===== src/rtl/lpc_pkg.sv =====
// Purpose: shared constants of the line pulse codec
// Assumes: 20 MHz core clock, 2.5 Mbps bit cells
// Notes:   times are kept in ns, cycle counts derive from them
package lpc_pkg;
  // core clock period
  localparam int CLK_NS      = 50;
  // nominal bit cell at 2.5 Mbps
  localparam int CELL_NS     = 400;
  // each half of the hybrid dipulse
  localparam int HYB_PULSE_NS = 100;
  // single pulse in backplane mode
  localparam int BP_PULSE_NS = 200;
  // receive position tolerance either way
  localparam int RX_TOL_NS   = 100;

  // cycle counts (nominal widths round down, never below one)
  localparam int CELL_CYC    = CELL_NS / CLK_NS;
  localparam int HYB_CYC_I   = (HYB_PULSE_NS / CLK_NS < 1) ? 1 : HYB_PULSE_NS / CLK_NS;
  localparam int BP_CYC_I    = (BP_PULSE_NS / CLK_NS < 1) ? 1 : BP_PULSE_NS / CLK_NS;
  localparam int RX_TOL_CYC  = RX_TOL_NS / CLK_NS;

  // phase counter width and typed phase marks
  localparam int CNT_W = 3;
  localparam logic [CNT_W-1:0] CELL_LAST  = CNT_W'(CELL_CYC - 1);
  localparam logic [CNT_W-1:0] CELL_HALF  = CNT_W'(CELL_CYC / 2);
  localparam logic [CNT_W-1:0] HYB_A_END  = CNT_W'(HYB_CYC_I);
  localparam logic [CNT_W-1:0] HYB_B_END  = CNT_W'(2 * HYB_CYC_I);
  localparam logic [CNT_W-1:0] BP_END     = CNT_W'(BP_CYC_I);
  localparam logic [CNT_W-1:0] PH_ZERO    = 3'h0;
  localparam logic [CNT_W-1:0] PH_ONE     = 3'h1;
  // receive decision phase, past the late tolerance
  localparam logic [CNT_W-1:0] RX_DECIDE  = CNT_W'(RX_TOL_CYC + 2);

  // empty cells counted before the next empty one ends receive activity
  localparam logic [2:0] RX_IDLE_LAST = 3'h5;

  // transmit buffer shape
  localparam int FIFO_W = 1;
  localparam int FIFO_D = 16;

  // transmit sequencer states
  typedef enum logic [0:0] {
    LPC_TX_IDLE = 1'b0,
    LPC_TX_SEND = 1'b1
  } lpc_tx_state_t;
endpackage : lpc_pkg


===== src/rtl/lpc_codec.sv =====
// Purpose: line pulse encoder and decoder with transmit enable
// Assumes: 20 MHz clock, synchronous active low reset
// Notes:   bits to send pass through a 16 entry buffer
`timescale 1ns/1ps
`default_nettype none
module lpc_codec
  import lpc_pkg::*;
(
  // clock and reset
  input  wire logic i_clk,
  input  wire logic i_resetn,
  // configuration levels
  input  wire logic i_backplane_mode,
  input  wire logic i_pulse_driver_push_pull_select,
  input  wire logic i_rate_is_2p5,
  // transmit bit stream
  input  wire logic i_tx_valid,
  input  wire logic i_tx_bit,
  output logic      o_tx_ready,
  // received bit stream
  output logic      o_rx_valid,
  output logic      o_rx_bit,
  output logic      o_rx_active,
  // status
  output logic      o_rate_fault,
  output logic      o_tx_busy,
  // pulse pin a
  output logic      o_line_pulse_a_n,
  output logic      o_line_pulse_a_oe,
  // pulse pin b, also the polarity strap
  input  wire logic i_line_pulse_b_n,
  output logic      o_line_pulse_b_n,
  output logic      o_line_pulse_b_oe,
  // receive line
  input  wire logic i_line_receive_in,
  // external driver enable
  output logic      o_transmit_drive_enable_n
);
  // sequencer and timing
  lpc_tx_state_t    state_reg;    // transmit sequencer state
  lpc_tx_state_t    state_next;   // its next value
  logic [CNT_W-1:0] cnt_reg;      // free running cell phase
  logic             bit_reg;      // bit in the current cell
  // captured configuration
  logic             bp_reg;       // backplane mode
  logic             pp_reg;       // push-pull driver
  logic             strap_gnd_reg; // strap pin seen low
  logic             run_reg;      // out of reset
  // registered pin activity
  logic             pa_act_reg;   // pulse a active
  logic             pb_act_reg;   // pulse b active
  logic             clk_out_reg;  // backplane bit clock
  logic             txen_act_reg; // driver enable active

  // buffer drain side
  wire        buf_valid;   // bit waiting
  wire [0:0]  buf_data;    // waiting bit
  wire        buf_pop;     // take bit
  // decodes
  wire        cell_end;    // last phase of a cell
  wire        rate_ok;     // mode allowed at this rate
  wire        sending;     // sequencer in send
  wire        send_one;    // current cell carries a one
  wire        pa_next;     // pulse a next level
  wire        pb_next;     // pulse b next level
  wire        open_drain;  // pin a released when idle
  wire        pol_high;    // enable active high

  // transmit buffer: back-pressure reaches the bit source
  lpc_fifo #(
    .W (FIFO_W),
    .D (FIFO_D)
  ) u_tx_fifo (
    .i_clk       (i_clk),
    .i_resetn    (i_resetn),
    .i_in_valid  (i_tx_valid),
    .i_in_data   (i_tx_bit),
    .o_in_ready  (o_tx_ready),
    .o_out_valid (buf_valid),
    .o_out_data  (buf_data),
    .i_out_ready (buf_pop)
  );

  // receive path: sense follows the captured mode
  lpc_rx_recover u_rx (
    .i_clk             (i_clk),
    .i_resetn          (i_resetn),
    .i_line_receive_in (i_line_receive_in),
    .i_backplane       (bp_reg),
    .o_rx_valid        (o_rx_valid),
    .o_rx_bit          (o_rx_bit),
    .o_rx_active       (o_rx_active)
  );

  // basic decodes
  assign cell_end = (cnt_reg == CELL_LAST);
  assign rate_ok  = bp_reg || i_rate_is_2p5;
  assign sending  = (state_reg == LPC_TX_SEND);
  assign send_one = sending && bit_reg;
  assign o_rate_fault = !rate_ok;
  assign o_tx_busy    = txen_act_reg;

  // a bit is taken at each cell boundary while the stream lasts
  assign buf_pop = cell_end && buf_valid && (sending || rate_ok);

  // pulse shapes: hybrid splits the one into a then b
  assign pa_next = send_one &&
                   (bp_reg ? (cnt_reg < BP_END)
                           : (cnt_reg < HYB_A_END));
  assign pb_next = send_one && !bp_reg &&
                   (cnt_reg >= HYB_A_END) && (cnt_reg < HYB_B_END);

  // driver style and enable polarity
  assign open_drain = bp_reg && !pp_reg;
  assign pol_high   = bp_reg && strap_gnd_reg;

  // sequencer next state
  always_comb begin
    state_next = state_reg;
    case (state_reg)
      LPC_TX_IDLE: begin
        // start only on a cell boundary, and only where allowed
        if (cell_end && buf_valid && rate_ok) state_next = LPC_TX_SEND;
      end
      LPC_TX_SEND: begin
        // stop once the buffer runs dry at a boundary
        if (cell_end && !buf_valid) state_next = LPC_TX_IDLE;
      end
      default: state_next = LPC_TX_IDLE;
    endcase
  end

  // sequencer, phase and current bit
  always_ff @(posedge i_clk) begin
    if (!i_resetn) begin
      state_reg <= LPC_TX_IDLE;
      cnt_reg   <= PH_ZERO;
      bit_reg   <= 1'b0;
    end else begin
      state_reg <= state_next;
      cnt_reg   <= cell_end ? PH_ZERO : cnt_reg + PH_ONE;
      if (buf_pop) bit_reg <= buf_data[0];
    end
  end

  // mode bits follow their inputs only while idle; frozen on the start edge
  // so the rate test that allowed the start and the captured mode agree
  always_ff @(posedge i_clk) begin
    if (!i_resetn) begin
      bp_reg <= 1'b0;
      pp_reg <= 1'b0;
    end else if (state_next == LPC_TX_IDLE) begin
      bp_reg <= i_backplane_mode;
      pp_reg <= i_pulse_driver_push_pull_select;
    end
  end

  // strap capture: sampled through reset, held afterwards
  always_ff @(posedge i_clk) begin
    if (!i_resetn) begin
      strap_gnd_reg <= !i_line_pulse_b_n;
      run_reg       <= 1'b0;
    end else begin
      run_reg <= 1'b1;
    end
  end

  // registered pin activity, quiet in reset
  always_ff @(posedge i_clk) begin
    if (!i_resetn) begin
      pa_act_reg   <= 1'b0;
      pb_act_reg   <= 1'b0;
      clk_out_reg  <= 1'b1;
      txen_act_reg <= 1'b0;
    end else begin
      pa_act_reg   <= pa_next;
      pb_act_reg   <= pb_next;
      clk_out_reg  <= (cnt_reg < CELL_HALF);
      txen_act_reg <= sending;
    end
  end

  // pin a: open-drain only pulls low, push-pull drives both levels
  assign o_line_pulse_a_n  = !pa_act_reg;
  assign o_line_pulse_a_oe = run_reg && (open_drain ? pa_act_reg : 1'b1);

  // pin b: dipulse half in hybrid, bit clock on backplane;
  // released in reset and, on the backplane, when strapped low so the strap holds
  assign o_line_pulse_b_n  = bp_reg ? clk_out_reg : !pb_act_reg;
  assign o_line_pulse_b_oe = run_reg && !pol_high;

  // driver enable with strapped polarity
  assign o_transmit_drive_enable_n = pol_high ? txen_act_reg : !txen_act_reg;
endmodule : lpc_codec
`default_nettype wire


===== src/rtl/lpc_fifo.sv =====
// Purpose: flop based FIFO with valid/ready on both sides
// Assumes: single clock, synchronous active low reset
// Notes:   handshake outputs are combinational from pointers
`timescale 1ns/1ps
`default_nettype none
module lpc_fifo #(
  parameter int W = 1,
  parameter int D = 16
) (
  // clock and reset
  input  wire logic         i_clk,
  input  wire logic         i_resetn,
  // fill side
  input  wire logic         i_in_valid,
  input  wire logic [W-1:0] i_in_data,
  output logic              o_in_ready,
  // drain side
  output logic              o_out_valid,
  output logic [W-1:0]      o_out_data,
  input  wire logic         i_out_ready
);
  localparam int AW = $clog2(D);

  logic [W-1:0] mem_reg [D];   // storage
  logic [AW:0]  wr_ptr_reg;    // write pointer with wrap bit
  logic [AW:0]  rd_ptr_reg;    // read pointer with wrap bit
  wire          full;          // no free slot
  wire          empty;         // nothing stored
  wire          push;          // word accepted
  wire          pop;           // word delivered

  assign empty = (wr_ptr_reg == rd_ptr_reg);
  assign full  = (wr_ptr_reg[AW] != rd_ptr_reg[AW]) &&
                 (wr_ptr_reg[AW-1:0] == rd_ptr_reg[AW-1:0]);
  assign push  = i_in_valid && !full;
  assign pop   = i_out_ready && !empty;
  assign o_in_ready  = !full;
  assign o_out_valid = !empty;
  assign o_out_data  = mem_reg[rd_ptr_reg[AW-1:0]];

  // pointer update
  always_ff @(posedge i_clk) begin
    if (!i_resetn) begin
      wr_ptr_reg <= '0;
      rd_ptr_reg <= '0;
    end else begin
      if (push) wr_ptr_reg <= wr_ptr_reg + 1'b1;
      if (pop) rd_ptr_reg <= rd_ptr_reg + 1'b1;
    end
  end

  // storage write, no reset needed
  always_ff @(posedge i_clk) begin
    if (push) mem_reg[wr_ptr_reg[AW-1:0]] <= i_in_data;
  end
endmodule : lpc_fifo
`default_nettype wire


===== src/rtl/lpc_rx_recover.sv =====
// Purpose: recovers NRZ bits from receive line pulses
// Assumes: line input synchronous to the clock
// Notes:   phase realigns on each leading pulse edge
`timescale 1ns/1ps
`default_nettype none
module lpc_rx_recover
  import lpc_pkg::*;
(
  // clock and reset
  input  wire logic i_clk,
  input  wire logic i_resetn,
  // line and mode
  input  wire logic i_line_receive_in,
  input  wire logic i_backplane,
  // recovered stream
  output logic      o_rx_valid,
  output logic      o_rx_bit,
  output logic      o_rx_active
);
  logic             rx_reg;      // pulse level, one = active
  logic             prev_reg;    // previous pulse level
  logic [CNT_W-1:0] ph_reg;      // phase within cell
  logic             seen_reg;    // pulse seen this cell
  logic             act_reg;     // stream in progress
  logic [2:0]       zero_reg;    // run of empty cells
  logic             valid_reg;   // bit strobe
  logic             bit_reg;     // bit value
  wire              edge_on;     // leading edge of a pulse
  wire              decide;      // cell decision point
  wire              quiet_end;   // too many empty cells

  assign edge_on   = rx_reg && !prev_reg;
  assign decide    = (ph_reg == RX_DECIDE) && !edge_on;
  assign quiet_end = !seen_reg && (zero_reg == RX_IDLE_LAST);
  assign o_rx_valid  = valid_reg;
  assign o_rx_bit    = bit_reg;
  assign o_rx_active = act_reg;

  // normalise pulse sense: positive in hybrid, negative on backplane
  always_ff @(posedge i_clk) begin
    if (!i_resetn) begin
      rx_reg   <= 1'b0;
      prev_reg <= 1'b0;
    end else begin
      rx_reg   <= i_backplane ? !i_line_receive_in : i_line_receive_in;
      prev_reg <= rx_reg;
    end
  end

  // phase tracks pulses so ±tolerance still lands in its cell
  always_ff @(posedge i_clk) begin
    if (!i_resetn) begin
      ph_reg   <= PH_ZERO;
      seen_reg <= 1'b0;
    end else begin
      ph_reg   <= edge_on ? PH_ZERO : ph_reg + PH_ONE;
      seen_reg <= edge_on || (seen_reg && !decide);
    end
  end

  // decision: pulse gives one, empty cell gives zero
  always_ff @(posedge i_clk) begin
    if (!i_resetn) begin
      act_reg   <= 1'b0;
      zero_reg  <= 3'h0;
      valid_reg <= 1'b0;
      bit_reg   <= 1'b0;
    end else begin
      valid_reg <= decide && act_reg;
      if (decide) bit_reg <= seen_reg;
      if (edge_on) act_reg <= 1'b1;
      else if (decide && quiet_end) act_reg <= 1'b0;
      if (decide) zero_reg <= seen_reg ? 3'h0 : zero_reg + 3'h1;
    end
  end
endmodule : lpc_rx_recover
`default_nettype wire


===== config.mk =====
export PLATFORM = sky130hd
export DESIGN_NAME = lpc_codec
export DESIGN_NICKNAME = d
export VERILOG_FILES = /design/src/rtl/lpc_pkg.sv /design/src/rtl/lpc_codec.sv /design/src/rtl/lpc_fifo.sv /design/src/rtl/lpc_rx_recover.sv
export SDC_FILE = /design/constraint.sdc
export NUM_CORES = 1
export LEC_CHECK = 0
export BUFFER_PORTS_ARGS = -buffer_cell sky130_fd_sc_hd__buf_2
export CAP_MARGIN = 10
export CORE_UTILIZATION = 57
export DETAILED_ROUTE_END_ITERATION = 10
export HOLD_SLACK_MARGIN = 0.12
export PLACE_DENSITY = 0.81
export REMOVE_ABC_BUFFERS = 1
export SYNTH_ARGS = -nofsm -noshare
export SYNTH_HDL_FRONTEND = slang
export SYNTH_SLANG_ARGS = --single-unit

===== constraint.sdc =====
create_clock -name i_clk -period 3.18 [get_ports i_clk]
set_input_delay 0.159 -clock i_clk [delete_from_list [all_inputs] [get_ports i_clk]]
set_output_delay 0.159 -clock i_clk [all_outputs]
set_load 0.05 [all_outputs]

## After elaboration in Yosys (flattened, before gate mapping)

Memory sizes are Yosys's and may differ from the RTL's. A register that Yosys moved wholly into a read port is not among the register bits.
Index checks and enable logic that the tools add are counted.
Widths: inputs -> output; s select.

| word-level totals | value |
|---|---|
| register bits after elaboration | 34 |
| bits in writable memories | 16 |
| input bits | 9 |
| output and inout bits | 11 |
| memories | 1 |

| cells by class | value |
|---|---|
| $add $sub $neg | 5 |
| magnitude comparators | 3 |
| equal/unequal tests | 6 |
| mux-type cells | 14 |
| bitwise operators | 2 |
| reductions and logical operators | 44 |

Memories:

| memory | depth | width | read ports | clocked after Yosys merged registers in | wr ports | line | text |
|---|---|---|---|---|---|---|---|
| u_tx_fifo.mem_reg | 16 | 1 | 1 | 1 | 1 | lpc_fifo.sv:24 | `logic [W-1:0] mem_reg [D];` |

Operators by type and width:

| operator | number |
|---|---|
| $logic_and 1x1->1 | 22 |
| $logic_not 1->1 | 16 |
| $mux 1 | 12 |
| $add 5x1->5 const B | 2 |
| $add 3x1->3 const B | 3 |
| $eq 3x3->1 const B | 3 |
| $eq 5x5->1 | 1 |
| $eq 4x4->1 | 1 |
| $reduce_or 2->1 | 2 |
| $ge 3x2->1 const B | 1 |
| $logic_or 1x1->1 | 3 |
| $lt 3x2->1 const B | 1 |
| $lt 3x3->1 const B | 1 |
| $mux 3 | 1 |
| $not 1->1 | 2 |
| $pmux 1 s2 | 1 |
| $reduce_bool 2->1 | 1 |
| $ne 1x1->1 | 1 |

## Logic depth before layout (Yosys ltp)

Gate-level depths: netlist (run 1).

| logic depth | value |
|---|---|
| depth after elaboration | 7 |
| mapped depth | 6 |
| depth with buffers taken out | 6 |

## Modules after synthesis

From an unflattened synthesis (run 1), not the netlist that was laid out.

| unflattened totals | value |
|---|---|
| cells, all modules | 236 |
| area total of the unflattened synthesis | 2,572.5 um^2 |

Modules (own cells, without submodules):

| module | times used | cells each | area each (um^2) | sequential area each (um^2) |
|---|---|---|---|---|
| lpc_fifo | 1 | 126 | 1,524.0 | 760.7 |
| lpc_codec | 1 | 57 | 539.3 | 270.3 |
| lpc_rx_recover | 1 | 53 | 509.2 | 240.2 |

## Worst setup path before layout (run 1)

OpenSTA, ideal clock, no wires.

| timing | value |
|---|---|
| path type | register -> register |
| start point | register u_tx_fifo.rd_ptr_reg[1] |
| end point | memory u_tx_fifo.mem_reg[10] (enable) |
| setup time | 0.243 ns |
| arrival time | 1.561 ns |
| required time | 2.937 ns |
| setup slack | 1.376 ns |
| stages on the path, launching flop included | 7 |
| buffers on the path | 2 |
| path through | dfxtp_1 buf_6 xor2_1 nor4_4 a21boi_4 buf_6 and3_2 |

| on the way | value |
|---|---|
| word-level cells in the longest chain between the ends | 6 |

RTL lines:

| element | line | text |
|---|---|---|
| start, declared | lpc_fifo.sv:26 | `logic [AW:0] rd_ptr_reg;` |
| start signal, assigned | lpc_fifo.sv:48 | `if (pop) rd_ptr_reg <= rd_ptr_reg + 1'b1;` |
| $eq 4x4->1 | lpc_fifo.sv:34 | `(wr_ptr_reg[AW-1:0] == rd_ptr_reg[AW-1:0]);` |
| $logic_and 1x1->1 | lpc_fifo.sv:33 | `assign full = (wr_ptr_reg[AW] != rd_ptr_reg[AW]) &&` |
| $logic_not 1->1 | lpc_fifo.sv:35 | `assign push = i_in_valid && !full;` |
| $logic_and 1x1->1 | lpc_fifo.sv:35 |  |
| $mux 1 | lpc_fifo.sv:54 | `if (push) mem_reg[wr_ptr_reg[AW-1:0]] <= i_in_data;` |
| $mux 1 (implied by the code) | lpc_fifo.sv:54 |  |
| end, declared | lpc_fifo.sv:24 |  |

No other way between the ends.

## Worst setup path after layout (run 1)

| timing | value |
|---|---|
| start point | register u_tx_fifo.rd_ptr_reg[1] |
| end point | output o_tx_ready |

| on the way | value |
|---|---|
| word-level cells in the longest chain between the ends | 3 |

RTL lines:

| element | line | text |
|---|---|---|
| $eq 4x4->1 | lpc_fifo.sv:34 |  |
| $logic_and 1x1->1 | lpc_fifo.sv:33 |  |
| $logic_not 1->1 | lpc_fifo.sv:37 | `assign o_in_ready = !full;` |
| end, declared | lpc_codec.sv:19 | `output logic o_tx_ready,` |

No other way between the ends.

==> flow_summary.html, run 1 <==
<table>
<tr><th>Metric</th><th>Value</th></tr>
<tr><th colspan="2">Placed design</th></tr>
<tr><td>HPWL Detailed</td><td>2660 um</td></tr>
<tr><td>Global placement routability congestion</td><td>0.741</td></tr>
<tr><td>Worst-case setup slack after placement</td><td>1.21 ns</td></tr>
<tr><td>Post-placement cell area</td><td>2420 um2</td></tr>
<tr><td>DP Cell Count</td><td>270</td></tr>
<tr><td>Buffers added on ports</td><td>19</td></tr>
<tr><th colspan="2">Synth</th></tr>
<tr><td>Cell area after technology mapping</td><td>2320 um2</td></tr>
<tr><td>Cell type with the largest total area after synthesis</td><td>dfxtp_1</td></tr>
<tr><td>Avg Synthesized Cell Area</td><td>10.9 um2</td></tr>
<tr><td>Proportion of synthesized chip area in sequential cells</td><td>51.2%</td></tr>
<tr><td>Synthesized flop and latch total</td><td>51</td></tr>
<tr><td>Post-synth top area share</td><td>29.3%</td></tr>
<tr><td>Synthesis warning total</td><td>0</td></tr>
<tr><td>Distinct cell type count of the synthesized netlist</td><td>35</td></tr>
<tr><td>Cell types with the largest area share after synthesis</td><td>dfxtp_1 29%, edfxtp_1 22%, ha_1 6.5%</td></tr>
<tr><td>Post-Syn Instances</td><td>213</td></tr>
<tr><th colspan="2">Clock tree</th></tr>
<tr><td>Worst-Skew Late Latency</td><td>0.30 ns</td></tr>
<tr><td>Resized Gates After CTS</td><td>0</td></tr>
<tr><td>Largest buffer count on any clock path</td><td>2</td></tr>
<tr><td>H-tree levels</td><td>2</td></tr>
<tr><td>Cts bufs inserted</td><td>5</td></tr>
<tr><td>Clock sink count</td><td>51</td></tr>
<tr><td>Post-cts hold buffer count</td><td>4</td></tr>
<tr><td>Setup repair bufs after CTS</td><td>0</td></tr>
<tr><td>Clock tree from TritonCTS</td><td>built</td></tr>
<tr><td>Clk root buf</td><td>clkbuf_8</td></tr>
<tr><td>CTS clock-pin slew for the worst setup and hold paths</td><td>0.10 ns</td></tr>
<tr><th colspan="2">Cells and area</th></tr>
<tr><td>Layout filler cell count</td><td>302</td></tr>
<tr><td>Antenna fix cells</td><td>0</td></tr>
<tr><td>Layout cell share with drive strength beyond 1</td><td>17.9%</td></tr>
<tr><td>Non-filler cells in the finished layout</td><td>282</td></tr>
<tr><td>Max reg flops</td><td>16</td></tr>
<tr><td>Area of all placed cells without fillers</td><td>2550 um2</td></tr>
<tr><td>Area occupied by registers</td><td>1190 um2</td></tr>
<tr><td>Growth of design area from synthesis to finish</td><td>9.69%</td></tr>
<tr><td>Final Net Count</td><td>254</td></tr>
<tr><td>Footprint of the multi-input gates</td><td>1030 um2</td></tr>
<tr><th colspan="2">Timing</th></tr>
<tr><td>RSZ-0062 raised after global routing</td><td>false</td></tr>
<tr><td>Normalized max-slew margin</td><td>62.3%</td></tr>
<tr><td>Count of final max-slew check failures</td><td>0</td></tr>
<tr><td>Crit share post-route</td><td>64.1%</td></tr>
<tr><td>Timing-limited maximum frequency</td><td>0.490 GHz</td></tr>
<tr><td>Tmin final</td><td>2.04 ns</td></tr>
<tr><td>Worst clock skew</td><td>0.0107 ns</td></tr>
<tr><td>Final setup violation count</td><td>0</td></tr>
<tr><td>Worst slew pin tran</td><td>0.563 ns</td></tr>
<tr><td>Total negative setup slack</td><td>0 ns</td></tr>
<tr><td>Final number of hold-violating endpoints</td><td>0</td></tr>
<tr><td>Final setup margin</td><td>1.14 ns</td></tr>
<tr><th colspan="2">Drt</th></tr>
<tr><td>Post-DR wirelength/cell</td><td>13.4 um</td></tr>
<tr><td>First-iteration detailed-routing DRC count</td><td>51</td></tr>
<tr><td>Residual DRC count</td><td>0</td></tr>
<tr><td>Initial DRT Pass Iterations</td><td>4</td></tr>
<tr><td>Aggregate routed wire length</td><td>3780 um</td></tr>
<tr><td>Number of antenna-violating nets in the routed design</td><td>0</td></tr>
<tr><td>Via count normalized by instance count</td><td>5.47</td></tr>
<tr><td>Routed via count</td><td>1543</td></tr>
<tr><th colspan="2">GRT</th></tr>
<tr><td>Largest net degree at the start of global routing</td><td>20</td></tr>
<tr><td>GRT Overall Usage</td><td>19.7%</td></tr>
<tr><td>Global route overflow</td><td>0</td></tr>
<tr><td>Wire length of the first global-routing pass</td><td>6310 um</td></tr>
<tr><td>Number of global-route vias before repair</td><td>1395</td></tr>
<tr><td>Number of antenna violations at the first check in global routing</td><td>0</td></tr>
<tr><th colspan="2">Floorplan</th></tr>
<tr><td>IO Pins</td><td>20</td></tr>
<tr><td>Row count</td><td>22</td></tr>
<tr><td>Die Span Y</td><td>65.9 um</td></tr>
<tr><td>Effective utilization at floorplan</td><td>61.2%</td></tr>
<tr><td>Full die area</td><td>4340 um2</td></tr>
<tr><td>Core box area</td><td>3800 um2</td></tr>
<tr><td>Die boundary width</td><td>65.9 um</td></tr>
<tr><th colspan="2">Power and ir drop</th></tr>
<tr><td>Final total power</td><td>1190 uW</td></tr>
<tr><td>Worst IR drop on VDD</td><td>0.000273 V</td></tr>
<tr><td>Pwr per Cell Area</td><td>466 nW/um2</td></tr>
<tr><td>Leakage power</td><td>0.00106 uW</td></tr>
<tr><th colspan="2">Worst setup path</th></tr>
<tr><td>Max Fanout on Critical Path</td><td>8</td></tr>
<tr><td>Endpoint class of the critical path</td><td>output port</td></tr>
<tr><td>Crit start category</td><td>flip-flop</td></tr>
<tr><td>Required arrival time at the worst endpoint</td><td>3.02 ns</td></tr>
<tr><td>Setup CP Type</td><td>flip-flop to output port</td></tr>
<tr><td>Arrival time of data at the critical path endpoint</td><td>1.88 ns</td></tr>
<tr><th colspan="2">Outcome</th></tr>
<tr><td>Result of the run</td><td>complete, no violations</td></tr>
<tr><th colspan="2">Job</th></tr>
<tr><td>Max_cap viols</td><td>0</td></tr>
<tr><th colspan="2">Min path</th></tr>
<tr><td>Worst hold path class</td><td>input pin to flip-flop</td></tr>
</table>
==> worst max-delay path, stage by stage, from the launching register on <==
cell	delay [ns]
dfxtp_1	0.54
xor2_1	0.16
nor4_4	0.54
nand2_1	0.12
buf_2	0.23
==> placed cells by master, fill, tap and decap left out, types with 2 or more instances in the layout <==
| cell | count |
|---|---|
| o21ai_0 | 6 |
| and2_1 | 4 |
| and3_2 | 12 |
| nor2_1 | 24 |
| nand3_1 | 7 |
| mux4_1 | 4 |
| and3_1 | 3 |
| a21oi_1 | 7 |
| buf_2 | 19 |
| edfxtp_1 | 17 |
| nand2b_1 | 4 |
| xor2_1 | 6 |
| a211oi_1 | 3 |
| nand2_1 | 14 |
| clkinv_2 | 2 |
| xnor2_1 | 9 |
| mux2i_1 | 8 |
| dlygate4sd3_1 | 4 |
| nor2b_1 | 2 |
| dfxtp_1 | 34 |
| clkbuf_8 | 5 |
| o31ai_1 | 2 |
| nor3_1 | 4 |
| inv_1 | 12 |
| ha_1 | 12 |
==> cells by family after synthesis <==
kind of cell,synth area share (%)
buf+inv,4.57
mux,7.97
simple gates,17.8
xor+xnor,5.65
compound gates,6.30
fa+ha+maj,6.46
flops,51.2
==> power breakdown <==
part	leakage (uW)	internal [uW]	total, uW	switching [uW]
combinational	0.000581	41.9	110	68.4
clock	0.0000483	155	367	212
sequential	0.000432	692	710	17.8
total	0.00106	889	1190	298
==> worst paths after layout <==
kind,endpoint,startpoint,slack (ns),cells past startpoint
worst min-delay path,run_reg,i_resetn,0.16,1
worst max-delay path,o_tx_ready,u_tx_fifo.rd_ptr_reg[1],1.14,4
worst max register to register,u_tx_fifo.mem_reg[3],u_tx_fifo.rd_ptr_reg[1],1.19,5
worst min register to register,clk_out_reg,cnt_reg[2],0.41,1
==> stage by stage <==
step | util, % | hold WS, ns
2_1_floorplan | - | 0.187
3_3_place_gp | 63.8 | 0.380
3_5_place_dp | 63.8 | 0.382
4_1_cts | 67.1 | 0.158
5_1_grt | 67.1 | 0.167
6_report | 67.1 | 0.159
==> synthesized netlist by cell type <==
library cell and n:
a21boi_0 1, o31a_1 1, buf_1 1, a32oi_1 1, nand3b_1 1, mux2i_1 8
nor2_1 24, and3_1 3, nor3_1 4, xor2_1 6, nor4_4 1, ha_1 12
a21boi_4 1, nand2b_1 4, and2_1 4, a21oi_1 7, edfxtp_1 17, nor2b_1 2
or4b_2 1, nand3_1 7, inv_1 12, nand2_1 14, clkbuf_1 3, clkbuf_2 1
clkinv_1 1, buf_2 3, xnor2_1 9, dfxtp_1 34, o21ai_0 6, nand4_1 1
mux4_1 4, and3_2 12, buf_6 2, o31ai_1 2, a211oi_1 3
==> layer usage <==
layer,vias up,GRT usage [%],routed length [um]
li1,770,-,-
met1,745,23.8,1750
met2,24,33.8,1900
met3,4,4.66,89
met4,0,7.34,44
met5,-,0,0
==> area by class of cell <==
type | instances | area share [%]
clock buffers | 5 | 2.70
clock inverters | 3 | 0.736
inverters | 13 | 1.91
multi-input cells | 139 | 40.3
flip-flops and latches | 51 | 46.7
well taps | 48 | 2.36
repair buffers | 23 | 5.30
Power figures use the tool's default switching activity.
==> inputs of run 2 (changes only) <==
--- a/config.mk
+++ b/config.mk
@@ -5,6 +5,7 @@
 export SDC_FILE = /design/constraint.sdc
 export NUM_CORES = 1
 export LEC_CHECK = 0
+export ABC_AREA = 1
 export BUFFER_PORTS_ARGS = -buffer_cell sky130_fd_sc_hd__buf_2
 export CAP_MARGIN = 10
 export CORE_UTILIZATION = 57
==> constraint.sdc (replaced) <==
create_clock -name i_clk -period 2.02 [get_ports i_clk]
set_input_delay 0.101 -clock i_clk [delete_from_list [all_inputs] [get_ports i_clk]]
set_output_delay 0.101 -clock i_clk [all_outputs]
set_load 0.05 [all_outputs]
==> run 2 against run 1 <==
Synthesized area increased by 4.0%. Sequential power increased by 56%. Die area grew 3.9%. Critical path type unchanged. Critical endpoint unchanged.
==> flow_summary.html, run 2 <==
<table>
<tr><th>Metric</th><th>Value</th></tr>
<tr><th colspan="2">Synth</th></tr>
<tr><td>Post-synth top area share</td><td>28.2%</td></tr>
<tr><td>Synthesized flop and latch total</td><td>51</td></tr>
<tr><td>Async SR Flop Fraction</td><td>0%</td></tr>
<tr><td>Most instantiated flip-flop cell in the synthesis netlist</td><td>dfxtp_1</td></tr>
<tr><td>Synthesis warning total</td><td>0</td></tr>
<tr><td>Cell type with the largest total area after synthesis</td><td>dfxtp_1</td></tr>
<tr><td>Avg Synthesized Cell Area</td><td>8.31 um2</td></tr>
<tr><td>Most frequent cell after synthesis</td><td>nand2_1</td></tr>
<tr><td>Post-Syn Instances</td><td>291</td></tr>
<tr><td>Cell types with the largest area share after synthesis</td><td>dfxtp_1 28%, edfxtp_1 21%, nand2_1 8.7%</td></tr>
<tr><td>Number of enable flip-flop cells after synthesis</td><td>17</td></tr>
<tr><td>Top post-synthesis cells by count</td><td>56 x nand2_1, 50 x nor2_1, 34 x dfxtp_1</td></tr>
<tr><td>Proportion of synthesized chip area in sequential cells</td><td>49.3%</td></tr>
<tr><td>Cell area after technology mapping</td><td>2420 um2</td></tr>
<tr><td>Distinct cell type count of the synthesized netlist</td><td>27</td></tr>
<tr><th colspan="2">Cells and area</th></tr>
<tr><td>Footprint of the multi-input gates</td><td>1040 um2</td></tr>
<tr><td>Antenna fix cells</td><td>0</td></tr>
<tr><td>Final Net Count</td><td>340</td></tr>
<tr><td>Most frequent standard cell in the layout excluding fill and tap cells</td><td>nand2_1</td></tr>
<tr><td>Max reg flops</td><td>16</td></tr>
<tr><td>Growth of design area from synthesis to finish</td><td>12.1%</td></tr>
<tr><td>Commonest cells after routing, fill and taps aside</td><td>56 x nand2_1, 50 x nor2_1, 34 x dfxtp_1</td></tr>
<tr><td>Area occupied by registers</td><td>1190 um2</td></tr>
<tr><td>Layout filler cell count</td><td>329</td></tr>
<tr><td>Layout cell share with drive strength beyond 1</td><td>15.6%</td></tr>
<tr><th colspan="2">GRT</th></tr>
<tr><td>Number of antenna violations at the first check in global routing</td><td>0</td></tr>
<tr><td>Largest net degree at the start of global routing</td><td>17</td></tr>
<tr><td>Number of global-route vias before repair</td><td>1704</td></tr>
<tr><td>Wire length of the first global-routing pass</td><td>7470 um</td></tr>
<tr><td>Global route overflow</td><td>0</td></tr>
<tr><td>GRT Overall Usage</td><td>22.5%</td></tr>
<tr><th colspan="2">Worst setup path</th></tr>
<tr><td>Arrival time of data at the critical path endpoint</td><td>1.61 ns</td></tr>
<tr><td>Capturing point of the worst reg2reg path</td><td>bit_reg</td></tr>
<tr><td>Setup CP Type</td><td>flip-flop to output port</td></tr>
<tr><td>Required arrival time at the worst endpoint</td><td>1.92 ns</td></tr>
<tr><td>Crit start category</td><td>flip-flop</td></tr>
<tr><td>Max Fanout on Critical Path</td><td>10</td></tr>
<tr><td>Worst setup endpoint</td><td>o_tx_ready</td></tr>
<tr><td>Endpoint class of the critical path</td><td>output port</td></tr>
<tr><td>Launching point of the worst reg2reg path</td><td>cnt_reg[1]</td></tr>
<tr><td>Worst setup startpoint</td><td>u_tx_fifo.rd_ptr_reg[0]</td></tr>
<tr><td>Cells on worst reg2reg path</td><td>9</td></tr>
<tr><td>Worst reg2reg setup slack</td><td>0.36 ns</td></tr>
<tr><th colspan="2">Clock tree</th></tr>
<tr><td>Clock sink count</td><td>51</td></tr>
<tr><td>CTS clock-pin slew for the worst setup and hold paths</td><td>0.09 ns</td></tr>
<tr><td>Worst-Skew Late Latency</td><td>0.31 ns</td></tr>
<tr><td>Clk root buf</td><td>clkbuf_8</td></tr>
<tr><td>Setup repair bufs after CTS</td><td>0</td></tr>
<tr><td>Resized Gates After CTS</td><td>0</td></tr>
<tr><td>Largest buffer count on any clock path</td><td>2</td></tr>
<tr><td>H-tree levels</td><td>2</td></tr>
<tr><td>Cts bufs inserted</td><td>5</td></tr>
<tr><td>Clock tree from TritonCTS</td><td>built</td></tr>
<tr><td>Post-cts hold buffer count</td><td>6</td></tr>
<tr><th colspan="2">Timing</th></tr>
<tr><td>Final number of hold-violating endpoints</td><td>0</td></tr>
<tr><td>Count of final max-slew check failures</td><td>0</td></tr>
<tr><td>Final setup violation count</td><td>0</td></tr>
<tr><td>Crit share post-route</td><td>84.7%</td></tr>
<tr><td>Worst clock skew</td><td>0.0117 ns</td></tr>
<tr><td>Tmin final</td><td>1.71 ns</td></tr>
<tr><td>Timing-limited maximum frequency</td><td>0.585 GHz</td></tr>
<tr><td>RSZ-0062 raised after global routing</td><td>false</td></tr>
<tr><td>Total negative setup slack</td><td>0 ns</td></tr>
<tr><td>Normalized max-slew margin</td><td>61.8%</td></tr>
<tr><td>Worst slew pin tran</td><td>0.567 ns</td></tr>
<tr><th colspan="2">Power and ir drop</th></tr>
<tr><td>Sw frac</td><td>25.3%</td></tr>
<tr><td>Share of power burned in the clock network</td><td>32.4%</td></tr>
<tr><td>Internal Dissipation</td><td>1430 uW</td></tr>
<tr><td>Final total power</td><td>1910 uW</td></tr>
<tr><td>Worst IR drop on VDD</td><td>0.000429 V</td></tr>
<tr><td>Pwr per Cell Area</td><td>706 nW/um2</td></tr>
<tr><td>Sw power</td><td>483 uW</td></tr>
<tr><td>Sequential cell fraction of total power</td><td>58.3%</td></tr>
<tr><td>Combinational group share of total power</td><td>9.3%</td></tr>
<tr><td>Leakage power</td><td>0.00120 uW</td></tr>
<tr><th colspan="2">Drt</th></tr>
<tr><td>Via count normalized by instance count</td><td>5.06</td></tr>
<tr><td>Number of antenna-violating nets in the routed design</td><td>0</td></tr>
<tr><td>First-iteration detailed-routing DRC count</td><td>113</td></tr>
<tr><td>Routed via count</td><td>1871</td></tr>
<tr><td>Post-DR wirelength/cell</td><td>12.2 um</td></tr>
<tr><td>Aggregate routed wire length</td><td>4530 um</td></tr>
<tr><td>Residual DRC count</td><td>0</td></tr>
<tr><td>Initial DRT Pass Iterations</td><td>6</td></tr>
<tr><th colspan="2">Job</th></tr>
<tr><td>Max_cap viols</td><td>0</td></tr>
<tr><th colspan="2">Floorplan</th></tr>
<tr><td>Effective utilization at floorplan</td><td>60.0%</td></tr>
<tr><td>Row count</td><td>23</td></tr>
<tr><td>IO Pins</td><td>20</td></tr>
<tr><td>Die Span Y</td><td>67.1 um</td></tr>
<tr><td>Core box area</td><td>4030 um2</td></tr>
<tr><td>Die boundary width</td><td>67.1 um</td></tr>
<tr><td>Full die area</td><td>4510 um2</td></tr>
<tr><th colspan="2">Outcome</th></tr>
<tr><td>Result of the run</td><td>complete, no violations</td></tr>
<tr><th colspan="2">Min path</th></tr>
<tr><td>Hold Path Depth</td><td>1</td></tr>
<tr><td>Worst hold path class</td><td>input pin to flip-flop</td></tr>
<tr><th colspan="2">Placed design</th></tr>
<tr><td>HPWL Detailed</td><td>3150 um</td></tr>
<tr><td>Buffers added on ports</td><td>19</td></tr>
<tr><td>Global placement routability congestion</td><td>0.836</td></tr>
</table>
-- run 2: cell types whose count changed in the layout (fill, tap and decap cells not counted), sizes merged, moves of 8 or more --
cell,change
mux2i,-8
o21ai,+8
a21oi,+8
nor2,+28
nand3,+15
inv,+28
and3,-15
nand2,+49
-- run 2: logic make-up (layout without fill, tap and decap cells) --
kind of cell               Yosys count  after routing  share of synthesized area (%)
buffers and inverters               46             75                           7.71
adders and majority gates           12             12                           6.21
AOI/OAI and AO/OA                   31             31                           6.78
and+or+nand+nor                    140            140                           25.7
DFF                                 51             51                           49.3
xor gates and xnor gates            11             11                           4.30
-- run 2: final cells by class --
class,instances,share of cell area (%)
Multi-Input combinational cell,194,38.4
Sequential cell,51,44.0
Inverter,40,5.54
Clock inverter,2,0.508
Timing Repair Buffer,27,6.28
Tap cell,50,2.31
Clock buffer,6,3.05
-- run 2: power groups by stage --
stage | Clock (uW) | Sequential [uW] | Combinational (uW)
floorplan | 0 | 1140 | 118
global placement | 0 | 1140 | 164
detailed placement | 0 | 1140 | 167
CTS | 631 | 1110 | 178
global route | 668 | 1120 | 201
finish | 620 | 1110 | 178
-- run 2: per-layer routing --
metal  part of all wire, %  vias up  track usage, %
li1                      -      971               -
met1                    48      845            30.9
met2                    46       45            33.4
met3                   4.4       10            5.31
met4                   1.9        0            9.84
met5                     0        -               0
-- run 2: stage by stage --
step                      cell area (um2)  util [%]  std cells  setup slack [ns]  hold WS, ns
after global placement               2550      63.4        356             0.426        0.323
after detailed placement             2550      63.4        356             0.379        0.337
after CTS                            2710      67.3        370             0.311        0.153
final                                2710      67.3        370             0.309        0.167
after floorplan                      2380         -        285             0.192        0.129
after global routing                 2710      67.3        370             0.186        0.175
-- run 2: worst min path at each step --
stage	slack, ns	end	startpoint
floorplan	0.13	run_reg	i_resetn
global placement	0.32	pp_reg	i_pulse_driver_push_pull_select
detailed placement	0.34	pp_reg	i_pulse_driver_push_pull_select
global route	0.18	u_tx_fifo.mem_reg[15]	i_tx_bit
finish	0.17	u_tx_fifo.mem_reg[15]	i_tx_bit
CTS	0.15	u_tx_fifo.mem_reg[15]	i_tx_bit
-- run 2: worst max-delay path, cell delays in order, from the launching register on --
cell and delay (ns):
dfxtp_1 0.50, inv_2 0.14, nand2_1 0.08, nand2_1 0.09
nor2_4 0.14, nand3b_4 0.13, buf_2 0.23
==> inputs of run 3 (changes only) <==
--- a/config.mk
+++ b/config.mk
@@ -8,10 +8,10 @@
 export ABC_AREA = 1
 export BUFFER_PORTS_ARGS = -buffer_cell sky130_fd_sc_hd__buf_2
 export CAP_MARGIN = 10
-export CORE_UTILIZATION = 57
+export CORE_UTILIZATION = 53
 export DETAILED_ROUTE_END_ITERATION = 10
 export HOLD_SLACK_MARGIN = 0.12
-export PLACE_DENSITY = 0.81
+export PLACE_DENSITY = 0.79
 export REMOVE_ABC_BUFFERS = 1
 export SYNTH_ARGS = -nofsm -noshare
 export SYNTH_HDL_FRONTEND = slang
==> constraint.sdc (replaced) <==
create_clock -name i_clk -period 1.4 [get_ports i_clk]
set_input_delay 0.07 -clock i_clk [delete_from_list [all_inputs] [get_ports i_clk]]
set_output_delay 0.07 -clock i_clk [all_outputs]
set_load 0.05 [all_outputs]
==> run 3 against run 2 <==
The flow now finishes with violations (setup timing). Die area is 7.3% higher. Sequential share of layout area shrank 5.5 points. Clock skew fell by 0.0033 ns. Cell area increased by 16%. Register-to-register slack got worse by 0.45 ns. Core utilization is 5.2 points higher. Non-clock buffer count up 35. Via count up 11%. Sequential power is 44% higher. Routed wire length is 22% higher.
==> flow_summary.html, run 3 (synthesized netlist as in run 2, its figures left out) <==
<table>
<tr><th>Metric</th><th>Value</th></tr>
<tr><th colspan="2">Outcome</th></tr>
<tr><td>Result of the run</td><td>finished, violations left</td></tr>
<tr><td>Failing checks</td><td>setup timing</td></tr>
<tr><th colspan="2">Floorplan</th></tr>
<tr><td>Row count</td><td>24</td></tr>
<tr><td>Die Span Y</td><td>69.5 um</td></tr>
<tr><td>Effective utilization at floorplan</td><td>55.5%</td></tr>
<tr><td>IO Pins</td><td>20</td></tr>
<tr><td>Full die area</td><td>4840 um2</td></tr>
<tr><td>Core box area</td><td>4350 um2</td></tr>
<tr><td>Die boundary width</td><td>69.5 um</td></tr>
<tr><th colspan="2">Timing</th></tr>
<tr><td>Normalized max-slew margin</td><td>70.5%</td></tr>
<tr><td>Final setup violation count</td><td>7</td></tr>
<tr><td>RSZ-0062 raised after global routing</td><td>true</td></tr>
<tr><td>Worst slew pin tran</td><td>0.442 ns</td></tr>
<tr><td>Timing-limited maximum frequency</td><td>0.669 GHz</td></tr>
<tr><td>Count of final max-slew check failures</td><td>0</td></tr>
<tr><td>Crit share post-route</td><td>107%</td></tr>
<tr><td>Final number of hold-violating endpoints</td><td>0</td></tr>
<tr><td>Worst clock skew</td><td>0.00838 ns</td></tr>
<tr><td>Final setup margin</td><td>-0.0948 ns</td></tr>
<tr><td>Tmin final</td><td>1.49 ns</td></tr>
<tr><th colspan="2">Cells and area</th></tr>
<tr><td>Final core utilization</td><td>72.5%</td></tr>
<tr><td>Most frequent standard cell in the layout excluding fill and tap cells</td><td>nand2_1</td></tr>
<tr><td>Growth of design area from synthesis to finish</td><td>30.5%</td></tr>
<tr><td>Footprint of the multi-input gates</td><td>1140 um2</td></tr>
<tr><td>Commonest cells after routing, fill and taps aside</td><td>50 x nand2_1, 36 x nor2_1, 33 x buf_4</td></tr>
<tr><td>Final Net Count</td><td>375</td></tr>
<tr><td>Layout filler cell count</td><td>281</td></tr>
<tr><td>Layout cell share with drive strength beyond 1</td><td>35.8%</td></tr>
<tr><td>Max reg flops</td><td>16</td></tr>
<tr><td>Area occupied by registers</td><td>1210 um2</td></tr>
<tr><td>Antenna fix cells</td><td>0</td></tr>
<tr><th colspan="2">Drt</th></tr>
<tr><td>Initial DRT Pass Iterations</td><td>5</td></tr>
<tr><td>Number of antenna-violating nets in the routed design</td><td>0</td></tr>
<tr><td>Post-DR wirelength/cell</td><td>13.6 um</td></tr>
<tr><td>Aggregate routed wire length</td><td>5540 um</td></tr>
<tr><td>Via count normalized by instance count</td><td>5.12</td></tr>
<tr><td>Residual DRC count</td><td>0</td></tr>
<tr><td>Routed via count</td><td>2085</td></tr>
<tr><td>First-iteration detailed-routing DRC count</td><td>120</td></tr>
<tr><th colspan="2">Min path</th></tr>
<tr><td>Worst hold path class</td><td>input pin to flip-flop</td></tr>
<tr><th colspan="2">Power and ir drop</th></tr>
<tr><td>Leakage power</td><td>0.00141 uW</td></tr>
<tr><td>Final total power</td><td>2900 uW</td></tr>
<tr><td>Worst IR drop on VDD</td><td>0.000805 V</td></tr>
<tr><td>Pwr per Cell Area</td><td>920 nW/um2</td></tr>
<tr><th colspan="2">Worst setup path</th></tr>
<tr><td>Setup CP Type</td><td>flip-flop to flip-flop</td></tr>
<tr><td>Max Fanout on Critical Path</td><td>3</td></tr>
<tr><td>Required arrival time at the worst endpoint</td><td>1.60 ns</td></tr>
<tr><td>Arrival time of data at the critical path endpoint</td><td>1.70 ns</td></tr>
<tr><td>Endpoint class of the critical path</td><td>flip-flop</td></tr>
<tr><td>Crit start category</td><td>flip-flop</td></tr>
<tr><th colspan="2">GRT</th></tr>
<tr><td>Global route overflow</td><td>0</td></tr>
<tr><td>Largest net degree at the start of global routing</td><td>17</td></tr>
<tr><td>GRT Overall Usage</td><td>23.8%</td></tr>
<tr><td>Wire length of the first global-routing pass</td><td>8890 um</td></tr>
<tr><td>Number of global-route vias before repair</td><td>1992</td></tr>
<tr><td>Number of antenna violations at the first check in global routing</td><td>0</td></tr>
<tr><th colspan="2">Clock tree</th></tr>
<tr><td>Largest buffer count on any clock path</td><td>2</td></tr>
<tr><td>Clk root buf</td><td>clkbuf_8</td></tr>
<tr><td>Worst-Skew Late Latency</td><td>0.31 ns</td></tr>
<tr><td>Clock tree from TritonCTS</td><td>built</td></tr>
<tr><td>CTS clock-pin slew for the worst setup and hold paths</td><td>0.10 ns</td></tr>
<tr><td>Cts bufs inserted</td><td>5</td></tr>
<tr><td>H-tree levels</td><td>2</td></tr>
<tr><td>Clock sink count</td><td>51</td></tr>
<tr><th colspan="2">Placed design</th></tr>
<tr><td>Buffers added on ports</td><td>19</td></tr>
<tr><td>HPWL Detailed</td><td>3490 um</td></tr>
<tr><td>Global placement routability congestion</td><td>0.869</td></tr>
<tr><th colspan="2">Job</th></tr>
<tr><td>Max_cap viols</td><td>0</td></tr>
</table>
-- run 3: changes by cell type in the layout (fill, tap and decap cells not counted), moves of 3 or more --
cell     delta
buf_4      +31
nor2_1     -14
nor2_2     +13
dfxtp_1    -12
dfxtp_2     +9
nand2_1     -6
buf_6       +5
a21oi_1     -4
a21oi_2     +4
inv_1       -4
nand2_4     +4
buf_2       -3
dfxtp_4     +3
-- run 3: through the flow --
stage | cells | instance area (um2) | hold slack (ns) | setup TNS, ns | setup slack (ns)
after floorplan | 285 | 2380 | 0.0977 | -8.99 | -0.428
after global placement | 384 | 2750 | 0.295 | 0 | 0.0109
after detailed placement | 384 | 2750 | 0.303 | -0.0571 | -0.0304
after CTS | 404 | 3020 | 0.133 | -0.0540 | -0.0392
after global routing | 407 | 3160 | 0.133 | -0.941 | -0.147
final | 407 | 3160 | 0.142 | -0.297 | -0.0948
-- run 3: per-layer routing --
layer / share of wire [%] / GRT usage [%] / wire, um / vias up
met5: 0 / 0 / 0 / -
met4: 1.9 / 10.7 / 104 / 0
met3: 5.2 / 4.80 / 287 / 10
met2: 49 / 39.5 / 2740 / 57
met1: 43 / 30.0 / 2410 / 972
li1: - / - / - / 1046
-- run 3: power breakdown --
group          switching [uW]  leakage, uW  internal, uW
Combinational             215     0.000917           139
Clock                     490    0.0000563           461
Sequential               29.4     0.000438          1570
Total                     735      0.00141          2170
-- run 3: path summary, 6_finish.rpt --
kind	from	end	slack [ns]	depth (start not counted)
setup / recovery	u_tx_fifo.wr_ptr_reg[1]	bp_reg	-0.09	9
hold / removal	i_tx_bit	u_tx_fifo.mem_reg[0]	0.14	1
setup reg to reg	u_tx_fifo.wr_ptr_reg[1]	bp_reg	-0.09	9
hold reg to reg	cnt_reg[2]	clk_out_reg	0.43	1
-- run 3: final cells by class --
cell class	count	share of cell area [%]
Inverter	40	5.00
Sequential cell	51	38.5
Tap cell	52	2.06
Clock buffer	6	2.97
Multi-Input combinational cell	194	36.3
Clock inverter	2	0.436
Timing Repair Buffer	62	14.8
-- run 3: critical path, stage by stage (launching register included) --
cell and delay, ns:
dfxtp_2 0.38, inv_2 0.06, nand2_2 0.06, nand2_2 0.07, nor2_4 0.15, buf_6 0.12, nand4_1 0.15, buf_4 0.20
a21oi_2 0.13, nor2_1 0.07
-- run 3: what timing repair did --
action,CTS,global route
hold buffers,6,0
gates resized for setup,26,38
endpoints found under the hold margin,8,0
setup buffers,6,3
pin swaps,3,9
setup endpoints to repair,19,32
